==> src/hw/kme_regs.svh <==
// kme_regs.svh: matrix geometry and code width constants for the key encoder
// assumes: included by bare name from the encoder design files
`ifndef KME_REGS_SVH
`define KME_REGS_SVH

// ****************************************
// matrix geometry
// ****************************************
`define KME_NUM_ROWS 10
`define KME_NUM_COLS 9
`define KME_NUM_KEYS 46
`define KME_CODE_W 7

// ****************************************
// lookup table code bases
// ****************************************
`define KME_LOWER_BASE 7'h61
`define KME_UPPER_BASE 7'h41
`define KME_DIGIT_BASE 7'h30
`define KME_SYMBOL_BASE 7'h21
`define KME_PUNCT_BASE 7'h2A
`define KME_BLANK_CODE 7'h00

`endif

==> src/hw/kme_pkg.sv <==
// kme_pkg.sv: types shared by the key encoder files
// assumes: compiled before any encoder module
package kme_pkg;

  // ****************************************
  // output store handshake states
  // ****************************************
  typedef enum logic [1:0] {
    KME_IDLE = 2'b00,
    KME_HELD = 2'b01,
    KME_DRIVE = 2'b10,
    KME_RELEASE = 2'b11
  } kme_state_t;

endpackage : kme_pkg

==> src/hw/kme_code_rom.sv <==
// kme_code_rom.sv: scan position to character code lookup
// assumes: purely combinational, addressed by the scan counters
`timescale 1ns/10ps
`include "kme_regs.svh"
module kme_code_rom #(
  parameter int ROWS = `KME_NUM_ROWS,
  parameter int COLS = `KME_NUM_COLS,
  parameter int KEYS = `KME_NUM_KEYS,
  parameter int RW = $clog2(ROWS),
  parameter int CW = $clog2(COLS)
) (
  input wire logic [RW-1:0] row,
  input wire logic [CW-1:0] col,
  input wire logic shift,
  output logic [`KME_CODE_W-1:0] code
);

  logic [7:0] pos;

  // ****************************************
  // lookup
  // ****************************************
  always_comb begin
    pos = 8'(col) * 8'(ROWS) + 8'(row); // see RULE5
    code = `KME_BLANK_CODE; // see RULE16
    if (pos < 8'h1A) begin
      code = (shift ? `KME_UPPER_BASE : `KME_LOWER_BASE) + 7'(pos); // see RULE7
    end else if (pos < 8'h24) begin
      code = (shift ? `KME_SYMBOL_BASE : `KME_DIGIT_BASE) + 7'(pos - 8'h1A); // see RULE7
    end else if (pos < 8'(KEYS)) begin
      code = `KME_PUNCT_BASE + 7'(pos - 8'h24); // see RULE16
    end
  end

endmodule : kme_code_rom

==> src/hw/kme_encoder.sv <==
// kme_encoder.sv: scanning key matrix encoder top
// assumes: matrix columns and handshake inputs synchronous to clock
//
// Overview of operation
// RULE1: scan 46 switches on row/column coordinates
// RULE2: row counter drives rows high in turn
// RULE3: column counter steps once per row cycle
// RULE4: closure seen when row driven, column sensed
// RULE5: counter values address the code lookup
// RULE6: ignore lookup when open, capture on closure
// RULE7: shift switch alters one lookup address bit
// RULE8: new presses coded despite held keys
// RULE9: status list compares scans, changes only
// RULE10: counters cycle continuously at high rate
// RULE11: strobe high while code waits in store
// RULE12: strobe also lights memory full indicator
// RULE13: on enable, drive stored seven-bit code
// RULE14: strobe and indicator drop after delivery
// RULE15: strobe held while store stays occupied
// RULE16: lookup has 90 positions, 46 populated
// RULE17: data outputs carry parallel seven-bit code
// RULE18: downstream pulses enable low then high
// RULE19: enable only while strobe high, held
`timescale 1ns/10ps
`include "kme_regs.svh"
module kme_encoder #(
  parameter int ROWS = `KME_NUM_ROWS,
  parameter int COLS = `KME_NUM_COLS,
  parameter int KEYS = `KME_NUM_KEYS,
  parameter int RW = $clog2(ROWS),
  parameter int CW = $clog2(COLS)
) (
  input wire logic clock,
  input wire logic nrst,
  output logic [ROWS-1:0] row_drive,
  input wire logic [COLS-1:0] col_sense,
  input wire logic shift_left,
  input wire logic shift_right,
  input wire logic enable_n,
  output logic data_strobe,
  output logic memory_full_indicator,
  output logic [`KME_CODE_W-1:0] data_out,
  output logic data_oe
);

  localparam int NPOS = ROWS * COLS;
  localparam int PW = $clog2(NPOS);

  logic [RW-1:0] row;
  logic [CW-1:0] col;
  logic [RW-1:0] next_row;
  logic [`KME_CODE_W-1:0] code;
  logic [`KME_CODE_W-1:0] store;
  logic [NPOS-1:0] status_list;
  logic shift;
  logic sensed;
  logic valid;
  logic old;
  logic new_press;
  logic capture;
  logic next_status;
  kme_pkg::kme_state_t state;
  kme_pkg::kme_state_t next_state;
  logic [ROWS-1:0] row_select;
  logic [COLS-1:0] col_select;
  logic row_hit;
  logic col_hit;
  logic [PW-1:0] scan_index;
  logic pos_populated;
  logic state_idle;
  logic next_strobe;
  logic next_oe;
  logic load_data;

  // ****************************************
  // scan counters and lookup
  // ****************************************
  kme_scan_counter #(
    .ROWS(ROWS),
    .COLS(COLS),
    .RW(RW),
    .CW(CW)
  ) u_counter (
    .clock(clock),
    .nrst(nrst),
    .row(row),
    .col(col),
    .next_row(next_row)
  );

  kme_code_rom #(
    .ROWS(ROWS),
    .COLS(COLS),
    .KEYS(KEYS),
    .RW(RW),
    .CW(CW)
  ) u_rom (
    .row(row),
    .col(col),
    .shift(shift),
    .code(code)
  );

  // ****************************************
  // row drivers
  // ****************************************
  genvar gi;
  generate
    for (gi = 0; gi < ROWS; gi++) begin : g_row
      always_ff @(posedge clock or negedge nrst) begin
        if (!nrst) begin
          row_drive[gi] <= (gi == 0);
        end else begin
          row_drive[gi] <= (next_row == RW'(gi)); // see RULE2
        end
      end
    end
  endgenerate

  // ****************************************
  // row and column select decode
  // ****************************************
  genvar gr;
  generate
    for (gr = 0; gr < ROWS; gr++) begin : g_row_sel
      always_comb begin
        row_select[gr] = (row == RW'(gr)); // see RULE4
      end
    end
  endgenerate

  genvar gc;
  generate
    for (gc = 0; gc < COLS; gc++) begin : g_col_sel
      always_comb begin
        col_select[gc] = (col == CW'(gc)); // see RULE3 see RULE4
      end
    end
  endgenerate

  // ****************************************
  // scan position
  // ****************************************
  always_comb begin
    scan_index = PW'(col) * PW'(ROWS) + PW'(row); // see RULE1 see RULE5
  end

  // ****************************************
  // populated positions
  // ****************************************
  always_comb begin
    pos_populated = (scan_index < PW'(KEYS)); // see RULE16
  end

  // ****************************************
  // shift select
  // ****************************************
  always_comb begin
    shift = shift_left | shift_right; // see RULE7
  end

  // ****************************************
  // key sense
  // ****************************************
  always_comb begin
    row_hit = |(row_drive & row_select); // see RULE2 see RULE4
    col_hit = |(col_sense & col_select); // see RULE4
    sensed = row_hit & col_hit; // see RULE4 see RULE1
    valid = sensed && pos_populated; // see RULE6 see RULE16
  end

  // ****************************************
  // change detection
  // ****************************************
  always_comb begin
    old = status_list[NPOS-1];
    new_press = valid && !old; // see RULE9 see RULE8
  end

  // ****************************************
  // capture qualification
  // ****************************************
  always_comb begin
    capture = new_press && state_idle; // see RULE6
    // a press that finds the store busy is not recorded, so it is seen again next scan
    next_status = (new_press && !capture) ? 1'b0 : valid; // see RULE15
  end

  // ****************************************
  // status list
  // ****************************************
  genvar gs;
  generate
    for (gs = 0; gs < NPOS; gs++) begin : g_status
      if (gs == 0) begin : g_head
        always_ff @(posedge clock or negedge nrst) begin
          if (!nrst) begin
            status_list[gs] <= 1'b0;
          end else begin
            status_list[gs] <= next_status; // see RULE9
          end
        end
      end else begin : g_tail
        always_ff @(posedge clock or negedge nrst) begin
          if (!nrst) begin
            status_list[gs] <= 1'b0;
          end else begin
            status_list[gs] <= status_list[gs-1]; // see RULE9
          end
        end
      end
    end
  endgenerate

  // ****************************************
  // output store
  // ****************************************
  always_ff @(posedge clock or negedge nrst) begin
    if (!nrst) begin
      store <= `KME_BLANK_CODE;
    end else if (capture) begin
      store <= code; // see RULE6 see RULE5
    end
  end

  // ****************************************
  // strobe and enable handshake
  // ****************************************
  always_comb begin
    next_state = state;
    case (state)
      kme_pkg::KME_IDLE: begin
        if (capture) begin
          next_state = kme_pkg::KME_HELD; // see RULE11
        end else begin
          next_state = kme_pkg::KME_IDLE;
        end
      end
      kme_pkg::KME_HELD: begin
        if (!enable_n) begin
          next_state = kme_pkg::KME_DRIVE; // see RULE13 see RULE18
        end else begin
          next_state = kme_pkg::KME_HELD; // see RULE15
        end
      end
      kme_pkg::KME_DRIVE: begin
        if (enable_n) begin
          next_state = kme_pkg::KME_IDLE; // see RULE14
        end else begin
          next_state = kme_pkg::KME_RELEASE; // see RULE14
        end
      end
      kme_pkg::KME_RELEASE: begin
        if (enable_n) begin
          next_state = kme_pkg::KME_IDLE; // see RULE18
        end else begin
          next_state = kme_pkg::KME_RELEASE;
        end
      end
      default: begin
        next_state = kme_pkg::KME_IDLE;
      end
    endcase
  end

  // ****************************************
  // state register
  // ****************************************
  always_ff @(posedge clock or negedge nrst) begin
    if (!nrst) begin
      state <= kme_pkg::KME_IDLE;
    end else begin
      state <= next_state;
    end
  end

  always_comb begin
    state_idle = (state == kme_pkg::KME_IDLE);
  end

  // ****************************************
  // output decode
  // ****************************************
  always_comb begin
    next_strobe = 1'b0;
    next_oe = 1'b0;
    load_data = 1'b0;
    case (next_state)
      kme_pkg::KME_IDLE: begin
        next_strobe = 1'b0;
      end
      kme_pkg::KME_HELD: begin
        next_strobe = 1'b1; // see RULE11 see RULE15
      end
      kme_pkg::KME_DRIVE: begin
        next_strobe = 1'b1; // see RULE15
        next_oe = 1'b1; // see RULE13
        load_data = 1'b1; // see RULE13 see RULE17
      end
      kme_pkg::KME_RELEASE: begin
        next_oe = 1'b1; // see RULE14
      end
      default: begin
        next_strobe = 1'b0;
      end
    endcase
  end

  // ****************************************
  // strobe and memory full indicator
  // ****************************************
  // strobe held through busy downstream, dropped after the drive cycle
  always_ff @(posedge clock or negedge nrst) begin
    if (!nrst) begin
      data_strobe <= 1'b0;
    end else begin
      data_strobe <= next_strobe; // see RULE11 see RULE14
    end
  end

  always_ff @(posedge clock or negedge nrst) begin
    if (!nrst) begin
      memory_full_indicator <= 1'b0;
    end else begin
      memory_full_indicator <= next_strobe; // see RULE12 see RULE14
    end
  end

  // ****************************************
  // data drivers
  // ****************************************
  // data drivers enabled only while downstream holds enable low
  always_ff @(posedge clock or negedge nrst) begin
    if (!nrst) begin
      data_oe <= 1'b0;
    end else begin
      data_oe <= next_oe; // see RULE13 see RULE19
    end
  end

  always_ff @(posedge clock or negedge nrst) begin
    if (!nrst) begin
      data_out <= `KME_BLANK_CODE;
    end else if (load_data) begin
      data_out <= store; // see RULE13 see RULE17
    end
  end

endmodule : kme_encoder

==> src/hw/kme_scan_counter.sv <==
// kme_scan_counter.sv: row and column scan counters
// assumes: one clock, asynchronous active-low reset
`timescale 1ns/10ps
`include "kme_regs.svh"
module kme_scan_counter #(
  parameter int ROWS = `KME_NUM_ROWS,
  parameter int COLS = `KME_NUM_COLS,
  parameter int RW = $clog2(ROWS),
  parameter int CW = $clog2(COLS)
) (
  input wire logic clock,
  input wire logic nrst,
  output logic [RW-1:0] row,
  output logic [CW-1:0] col,
  output logic [RW-1:0] next_row
);

  logic [CW-1:0] next_col;
  logic row_wrap;

  // ****************************************
  // next counter values
  // ****************************************
  always_comb begin
    row_wrap = (row == RW'(ROWS - 1));
    next_row = row_wrap ? '0 : row + RW'(1); // see RULE2
    next_col = col;
    if (row_wrap) begin
      next_col = (col == CW'(COLS - 1)) ? '0 : col + CW'(1); // see RULE3
    end
  end

  // free running, never stalls
  always_ff @(posedge clock or negedge nrst) begin
    if (!nrst) begin
      row <= '0;
      col <= '0;
    end else begin
      row <= next_row; // see RULE10
      col <= next_col; // see RULE10
    end
  end

endmodule : kme_scan_counter

==> config.mk <==
export PLATFORM = sky130hd
export DESIGN_NAME = kme_encoder
export DESIGN_NICKNAME = d
export VERILOG_FILES = /design/src/hw/kme_pkg.sv /design/src/hw/kme_code_rom.sv /design/src/hw/kme_encoder.sv /design/src/hw/kme_scan_counter.sv
export VERILOG_INCLUDE_DIRS = /design/src /design/src/hw
export SDC_FILE = /design/constraint.sdc
export NUM_CORES = 1
export LEC_CHECK = 0
export ABC_AREA = 0
export BUFFER_PORTS_ARGS = -buffer_cell sky130_fd_sc_hd__buf_2
export CORE_MARGIN = 3
export CORE_UTILIZATION = 45
export CTS_CLUSTER_DIAMETER = 40
export DETAILED_ROUTE_END_ITERATION = 6
export PLACE_DENSITY = 0.72
export SETUP_SLACK_MARGIN = 0.4
export SLEW_MARGIN = 40
export SYNTH_ARGS = -nofsm -noshare
export SYNTH_HDL_FRONTEND = slang
export SYNTH_SLANG_ARGS = --single-unit
==> constraint.sdc <==
create_clock -name clock -period 4.6 [get_ports clock]
set_input_delay 0.92 -clock clock [delete_from_list [all_inputs] [get_ports clock]]
set_output_delay 0.92 -clock clock [all_outputs]
set_load 0.02 [all_outputs]
Word level (Yosys, flattened, before mapping)

Index checks and enable logic that the tools add are counted.

Add/sub/neg operators: 9
Multipliers: 2
Divide/modulo/power cells: 0
$lt $le $gt $ge: 4
Equality and inequality tests: 32
Shifts and indexed selects: 0
Multiplexer cells: 15
Bitwise logic cells: 4
Reduce and logical (&&, ||, !) cells: 15

Operators with widths:

| kind                                                       | number |
|---|---|
| equality test 4 x 3 -> 1 bit, second input constant        | 12 |
| equality test 4 x 2 -> 1 bit, second input constant        | 6 |
| 2-to-1 mux 7 bit                                           | 3 |
| equality test 4 bit, second input constant                 | 5 |
| less-than comparator 8 x 6 -> 1 bit, second input constant | 2 |
| adder 7 bit                                                | 2 |
| equality test 4 x 1 -> 1 bit, second input constant        | 3 |
| zero test 4 bit                                            | 3 |
| bitwise AND 10 bit                                         | 1 |
| OR reduction 10 bit                                        | 1 |
| bitwise AND 9 bit                                          | 1 |
| OR reduction 9 bit                                         | 1 |
| adder 4 x 1 -> 4 bit, second input constant                | 2 |
| adder 8 x 4 -> 8 bit                                       | 1 |
| equality test 2 bit, second input constant                 | 4 |
| less-than comparator 8 x 5 -> 1 bit, second input constant | 1 |
| 2-to-1 mux 4 bit                                           | 2 |
| adder 6 x 7 -> 7 bit, first input constant                 | 1 |
| adder 7 x 4 -> 7 bit                                       | 1 |
| less-than comparator 7 x 6 -> 1 bit, second input constant | 1 |
| multiplier 4 x 3 -> 7 bit, second input constant           | 1 |
| subtractor 7 x 5 -> 7 bit, second input constant           | 1 |
| subtractor 7 x 6 -> 7 bit, second input constant           | 1 |
| multiplier 4 x 3 -> 6 bit, second input constant           | 1 |
| 12 further kinds                                           | 24 |

Register bits after elaboration: 126
Latch bits: 0
Bits in writable memories: 0
Memory bits (read-only): 0
Logic and storage cells: 188
Memories: 0

Longest topological paths before layout

Gate-level depths: netlist of run 1.

Depth in word-level cells: 12
Depth in mapped cells: 14
Gate-level depth less buffers: 12

Modules after synthesis

A second synthesis of run 1 with hierarchy kept.

Cells, all modules: 376
Area, all modules: 5077.4 sq um

By module, submodules not included:

| module           | instances | cells an instance | area an instance (sq um) | sequential area each (sq um) |
|---|---|---|---|---|
| kme_encoder      | 1         | 210               | 3739.8                   | 2954.1 |
| kme_code_rom     | 1         | 130               | 943.4                    | 0.0 |
| kme_scan_counter | 1         | 36                | 394.1                    | 200.2 |

Worst setup path after synthesis of run 1

OpenSTA, ideal clock, no wires.

Path kind: reg2reg
Start point: register u_counter.col[1]
End point: register data_out[0]
Setup time: 0.125 ns
Arrival: 3.300 ns
Data required time: 4.475 ns
Setup slack: 1.175 ns
Stages on the path, launching flop included: 15
Path buffers: 3
Clock period less this slack: 3.425 ns
Cells stage by stage: dfrtp_1 -> ha_1 -> ha_1 -> inv_1 -> fa_1 -> clkbuf_1 -> a21bo_2 -> nand4_1 -> o2111a_1 -> nand3_1 -> buf_2 -> and3_1 -> ha_1 -> clkbuf_1 -> mux2_2

Word-level cells in the longest chain between the ends: 11

Ends and longest elaborated chain:

| what                                                         | RTL line               | text |
|---|---|---|
| start, declared                                              | kme_scan_counter.sv:14 | `output logic [CW-1:0] col,` |
| start signal, assigned                                       | kme_scan_counter.sv:40 | `col <= next_col;` |
| branches (longest 4 deep; another with adder 7 x 4 -> 7 bit) | n/a                    |  |
| logical AND 1 bit *                                          | kme_encoder.sv:169     | `valid = sensed && pos_populated;` |
| logical AND 1 bit *                                          | kme_encoder.sv:177     | `new_press = valid && !old;` |
| logical AND 1 bit *                                          | kme_encoder.sv:184     | `capture = new_press && state_idle;` |
| 2-to-1 mux 1 bit *                                           | kme_encoder.sv:233     | `if (capture) begin` |
| case mux 2 bit (3 select lines) *                            | kme_encoder.sv:231     | `case (state)` |
| equality test 2 bit *                                        | kme_encoder.sv:288     | `case (next_state)` |
| 2-to-1 mux 1 bit *                                           | kme_encoder.sv:288     |  |
| end signal, assigned                                         | kme_encoder.sv:343     | `` data_out <= `KME_BLANK_CODE; `` |
| end signal, assigned                                         | kme_encoder.sv:345     | `data_out <= store;` |
| end, declared                                                | kme_encoder.sv:42      | `` output logic [`KME_CODE_W-1:0] data_out, `` |

Mark *: on every way between the ends.
A chain may end at the register's enable or synchronous reset.

Worst setup path in the final report of run 1

Start point: register u_counter.row[1]
End point: register data_out[5]

Word-level cells in the longest chain between the ends: 11

Ends and longest elaborated chain:

| what                                                         | RTL line               | text |
|---|---|---|
| start, declared                                              | kme_scan_counter.sv:13 | `output logic [RW-1:0] row,` |
| start signal, assigned                                       | kme_scan_counter.sv:39 | `row <= next_row;` |
| branches (longest 4 deep; another with adder 7 x 4 -> 7 bit) | n/a                    |  |
| logical AND 1 bit *                                          | kme_encoder.sv:169     |  |
| logical AND 1 bit *                                          | kme_encoder.sv:177     |  |
| logical AND 1 bit *                                          | kme_encoder.sv:184     |  |
| 2-to-1 mux 1 bit *                                           | kme_encoder.sv:233     |  |
| case mux 2 bit (3 select lines) *                            | kme_encoder.sv:231     |  |
| equality test 2 bit *                                        | kme_encoder.sv:288     |  |
| 2-to-1 mux 1 bit *                                           | kme_encoder.sv:288     |  |

Marked as above.

==> metrics.yaml, run 1 <==
synth_flop_cell: "dfrtp_1"
dr.pass1.iters: 4
syn_inst: 403
utilization_pct: 54.7
setup_viol: 0
p_leak_nw: 2.85
cts_root_buf: "clkbuf_8"
pre_cts_slack_ns: 0.887
syn_nets: 440
finalCriticalPeriod_ns: 3.76
synth_compound_area_share_pct: 12.6
num_rows: 38
synth_xor_xnor_area_share_pct: 2.06
worstSetupStartpointType: "flop"
yosysSeqAreaShare_pct: 62.4
synth_top_area_cell: "dfrtp_1"
synth_fa_ha_area_share_pct: 5.99
cts.sinks: 126
yosys.area.top_type_share_pct: 61.9
grt_pass1_vias: 3307
r2r_slack_ns: 0.84
hold_path.class: "flop to flop"
cts_resized: 0
regToRegStartpoint: "u_counter.row[1]$_DFF_PN0_"
grt_pass1_wl_microns: 16900
p_per_area_mw_per_mm2: 473
drive_gt1_share_pct: 20.0
synthMuxAreaShare_pct: 2.63
htreeDepth: 4
synth.area.top_cells: "dfrtp_1, ha_1, a21oi_1, mux2_2, nand2_1"
synth_most_common_cell: "dfrtp_1"
place_congestion: 0.961
cts-hold-fix-buffers: 0
cts_tree: "done"
die_w_microns: 112
path_cells: "ha_1 -> inv_1 -> fa_1 -> nor2b_1 -> a32oi_1 -> o2111a_1 -> nand3_1 -> buf_4 -> and3_1 -> ha_1 -> mux2_2"
max-slew-margin-rel_pct: 50.6
critPathMaxStageDelay_ns: 0.68
grt_start_max_net_pins: 75
max_freq_mhz: 266
num_antenna_cells: 0
fin_cells: 596
syn_to_final_growth_pct: 17.8
place_area_sq_mm: 0.00535
cp.required_ns: 4.99
path_common_cell: "ha_1"
crit_type: "flop to flop"
synth_seq_cells: 126
status: "completed"
finalWorstSetupSlack_ns: 0.836
clk_latency_ns: 0.51
setup_tns_ns: 0
arrival_ns: 4.15
min-delay-start: "status_list[1]$_DFF_PN0_"
io_pins: 34
die_area_sq_mm: 0.0125
finalPower_mw: 2.82
maxCapViolCount: 0
startpoint: "u_counter.row[1]$_DFF_PN0_"
final_cell_area_sq_mm: 0.00595
grt_overflow: 0
syn_area_per_cell_sq_um: 12.5
hold_viol_final: 0
finClkSkew_ns: 0.0119
drc: 0
vias: 3294
peakVddDrop_uv: 343
synth_top_family_by_area: "compound AO/OA/AOI/OAI gates"
wl_per_cell_microns: 16.8
placed_cells: 564
rsz0062_at_grt: "no"
postCtsSetupRepairBufs: 0
crit_path_end_kind: "flop"
tightest_slew_ns: 0.742
routed_wl_microns: 10000
fin_nets: 480
yosys.area_share.simple_pct: 11.3
die_h_microns: 112
portBuffers: 33
post_synth_num_cell_types: 67
initial_core_util_pct: 46.4
numCtsBuffers: 17
hold_slack_ns: 0.343
drt-initial-drc-count: 221
dp_hpwl_microns: 6530
critPathMaxFanout: 18
synth_area_sq_mm: 0.00505
crit_path_top_delay_cell: "dfrtp_1"
viasPerCell: 5.53
antenna_found_initial: 0
async_reset_ff_share_pct: 100
yosys_warnings: 0
fin_crit_sh_pct: 81.8
clkTransAtPathRegs_ns: 0.06
synth_edf_count: 0
drv_slew: 0
grt_use_total_pct: 17.1
cts_buffer_depth: 2
antenna_left: 0
design.core.area_sq_mm: 0.0109
synth_top_cells_by_count: "dfrtp_1, nand2_1, nor2_1, ha_1, a21oi_1"
==> metal layers <==
metal | up-vias | track usage [%] | share of wire, %
li1 | 1524 | - | -
met1 | 1639 | 24.3 | 48
met2 | 113 | 25.3 | 45
met3 | 18 | 4.35 | 5.2
met4 | 0 | 6.97 | 1.8
met5 | - | 0 | 0
==> power by group <==
part | internal (mW) | switching (mW) | total [mW]
clock network | 0.840 | 0.472 | 1.31
registers | 1.24 | 0.0582 | 1.30
logic | 0.0814 | 0.120 | 0.201
total | 2.17 | 0.650 | 2.82
==> worst paths after layout <==
check / cells past startpoint / end
max in group asynchronous: 2 / data_out[1]$_DFFE_PN0N_
min in group asynchronous: 1 / status_list[24]$_DFF_PN0_
hold reg to reg: 0 / status_list[2]$_DFF_PN0_
hold / removal: 0 / status_list[2]$_DFF_PN0_
setup reg to reg: 11 / data_out[5]$_DFFE_PN0N_
setup / recovery: 11 / data_out[5]$_DFFE_PN0N_
==> layout make-up <==
cell class / count / area [sq um]
fillers: 870 / 4930
flip-flops and latches: 126 / 3150
multi-input cells: 241 / 1740
clock buffers: 19 / 432
repair buffers: 39 / 216
well taps: 140 / 175
clock inverters: 13 / 165
inverters: 18 / 67.6
==> layout by cell type (no fill, tap or decap), types with 7 or more instances in the layout <==
master	count
a21oi_1	18
nor2_1	22
nand2b_1	7
xnor2_1	8
o21ai_0	12
buf_2	32
clkbuf_16	16
nor3_1	13
nand2_1	23
dfrtp_1	125
ha_1	21
nand3_1	10
inv_1	17
mux2_2	8
a211oi_1	9
==> sequential cells by signal, summed over array words and instances, names as in the netlist <==
register / cells
data_out: 7
u_counter.col: 4
data_strobe: 1
old: 1
state: 2
status_list: 89
data_oe: 1
row_drive: 10
store: 7
u_counter.row: 4
==> cell families (layout without fill, tap and decap cells) <==
family	after synthesis	count (layout)
AO/OA/AOI/OAI	87	87
XOR/XNOR	11	11
adder cells (fa/ha/maj)	23	23
buffers and inverters	36	89
flip-flops	126	126
multiplexers	11	11
AND/OR/NAND/NOR	109	109
==> critical path, delay by kind of cell, from the launching register on <==
family	cells	cell delay (ns)
compound gates	2	0.37
fa+ha+maj	3	1.25
buf+inv	2	0.27
flops	1	0.68
mux	1	0.39
simple gates	3	0.67
No activity file was read; power rests on OpenSTA's default activity.
==> inputs of run 2 (changes only) <==
- PLACE_DENSITY: 0.72 -> 0.75
- clock period: 4.6 -> 3.33 ns (I/O delays scaled with it)
==> run 2 against run 1 <==
- register-to-register slack lost 0.52 ns
- maximum frequency grew 25%
- clock power is 53% higher
==> metrics.yaml, run 2 (same netlist as run 1, synthesis figures left out) <==
num_rows: 38
grt_pass1_vias: 3511
viasPerCell: 5.57
dr.pass1.iters: 5
syn_to_final_growth_pct: 27.9
final_common_cell: "dfrtp_1"
crit_type: "flop to flop"
crit_path_end_kind: "flop"
path_buf_inv: 2
critPathTopFamily: "adder cells"
max-slew-margin-rel_pct: 61.7
critPathMaxStageDelay_ns: 0.61
antenna_found_initial: 0
grt_start_max_net_pins: 86
drc: 0
place_congestion: 0.944
portBuffers: 33
clkTransAtPathRegs_ns: 0.06
maxCapViolCount: 0
pre_cts_slack_ns: 0.113
design.core.area_sq_mm: 0.0109
path_common_cell: "ha_4"
top_regs: "status_list (89), row_drive (10)"
p_leak_nw: 3.06
dp_hpwl_microns: 6750
grt_use_total_pct: 18.3
initial_core_util_pct: 46.4
setup_tns_ns: 0
grt_overflow: 0
setup_viol: 0
tightest_slew_ns: 0.572
cts_buffer_depth: 2
wl_per_cell_microns: 17.7
place_area_sq_mm: 0.00553
antenna_left: 0
critPathMaxFanout: 8
routed_wl_microns: 11000
max_freq_mhz: 332
arrival_ns: 3.40
num_antenna_cells: 0
io_pins: 34
cp.required_ns: 3.72
die_w_microns: 112
drt-initial-drc-count: 291
finalCriticalPeriod_ns: 3.02
final_cell_area_sq_mm: 0.00646
peakVddDrop_uv: 550
cts.sinks: 126
cts_tree: "done"
path_cells: "ha_4 -> ha_4 -> inv_2 -> fa_2 -> buf_6 -> nor2_1 -> o31a_1 -> a21oi_2 -> nand3_2 -> and3_4 -> ha_4 -> mux2_4"
nFillCells: 810
clk_latency_ns: 0.51
layout_common_cells: "dfrtp_1, buf_2, buf_4"
fin_nets: 508
p_per_area_mw_per_mm2: 641
cts-hold-fix-buffers: 0
finClkSkew_ns: 0.00588
status: "completed"
die_h_microns: 112
htreeDepth: 4
hold_viol_final: 0
worstSetupStartpointType: "flop"
top_register: "status_list"
numCtsBuffers: 17
vias: 3475
grt_pass1_wl_microns: 18000
drive_gt1_share_pct: 30.6
rsz0062_at_grt: "yes"
finalWorstSetupSlack_ns: 0.315
cts_root_buf: "clkbuf_8"
hold_path.class: "input pin to asynchronous set/reset pin"
fin_crit_sh_pct: 90.5
crit_path_top_delay_cell: "fa_2"
drv_slew: 0
largest_register_ffs: 89
die_area_sq_mm: 0.0125
==> run 2: changes by cell type in the layout (fill, tap and decap cells not counted), moves of 3 or more <==
cell | before | now
mux2_4 | 0 | 7
inv_6 | 1 | 4
clkinv_4 | 3 | 0
ha_1 | 21 | 14
mux2_2 | 8 | 1
ha_4 | 0 | 5
buf_4 | 6 | 32
clkinvlp_4 | 4 | 1
==> run 2: final timing paths <==
path                                         startpoint                            to  slack [ns]  depth (start not counted)
max in group asynchronous                          nrst  u_counter.col[0]$_DFFE_PN0N_        2.40                          2
min                                                nrst     status_list[32]$_DFF_PN0_        0.13                          1
min reg2reg                   status_list[37]$_DFF_PN0_     status_list[38]$_DFF_PN0_        0.34                          0
max                        u_counter.col[1]$_DFFE_PN0N_       data_out[1]$_DFFE_PN0N_        0.31                         12
min in group clock            status_list[37]$_DFF_PN0_     status_list[38]$_DFF_PN0_        0.34                          0
max reg2reg                u_counter.col[1]$_DFFE_PN0N_       data_out[1]$_DFFE_PN0N_        0.31                         12
==> run 2: what timing repair did <==
action | CTS | global route
gates resized for setup | 24 | 10
pin swaps | 6 | 14
setup buffers | 10 | 5
gates cloned | 0 | 0
endpoints found under the setup margin | 15 | 15
==> run 2: cell type report <==
class / instances / area (sq um) / share of cell area (%)
Sequential cell: 126 / 3160 / 48.8
Multi-Input combinational cell: 241 / 1970 / 30.5
Timing Repair Buffer: 67 / 443 / 6.85
Clock buffer: 19 / 442 / 6.83
Clock inverter: 13 / 208 / 3.21
Tap cell: 140 / 175 / 2.71
Inverter: 18 / 67.6 / 1.05
==> run 2: per-layer routing <==
metal	global-route usage (%)	routed length, microns
met1	24.2	4860
met4	6.81	274
met5	0	0
met3	5.82	630
met2	28.7	5280
==> run 2: metrics by stage <==
| stage | hold slack (ns) | utilization, % | instances | power [mW] |
|---|---|---|---|---|
| after floorplan | 0.331 | - | 403 | 1.98 |
| after global placement | 0.334 | 50.8 | 577 | 2.10 |
| after detailed placement | 0.335 | 50.8 | 577 | 2.12 |
| after CTS | 0.136 | 58.4 | 619 | 4.17 |
| after global routing | 0.149 | 59.4 | 624 | 4.32 |
| final | 0.133 | 59.4 | 624 | 4.14 |
==> run 2: power by group <==
group	leakage (nW)	switching, mW	internal, mW
clock network	0.319	0.668	1.34
logic	1.07	0.177	0.158
registers	1.67	0.0870	1.72
total	3.06	0.932	3.21
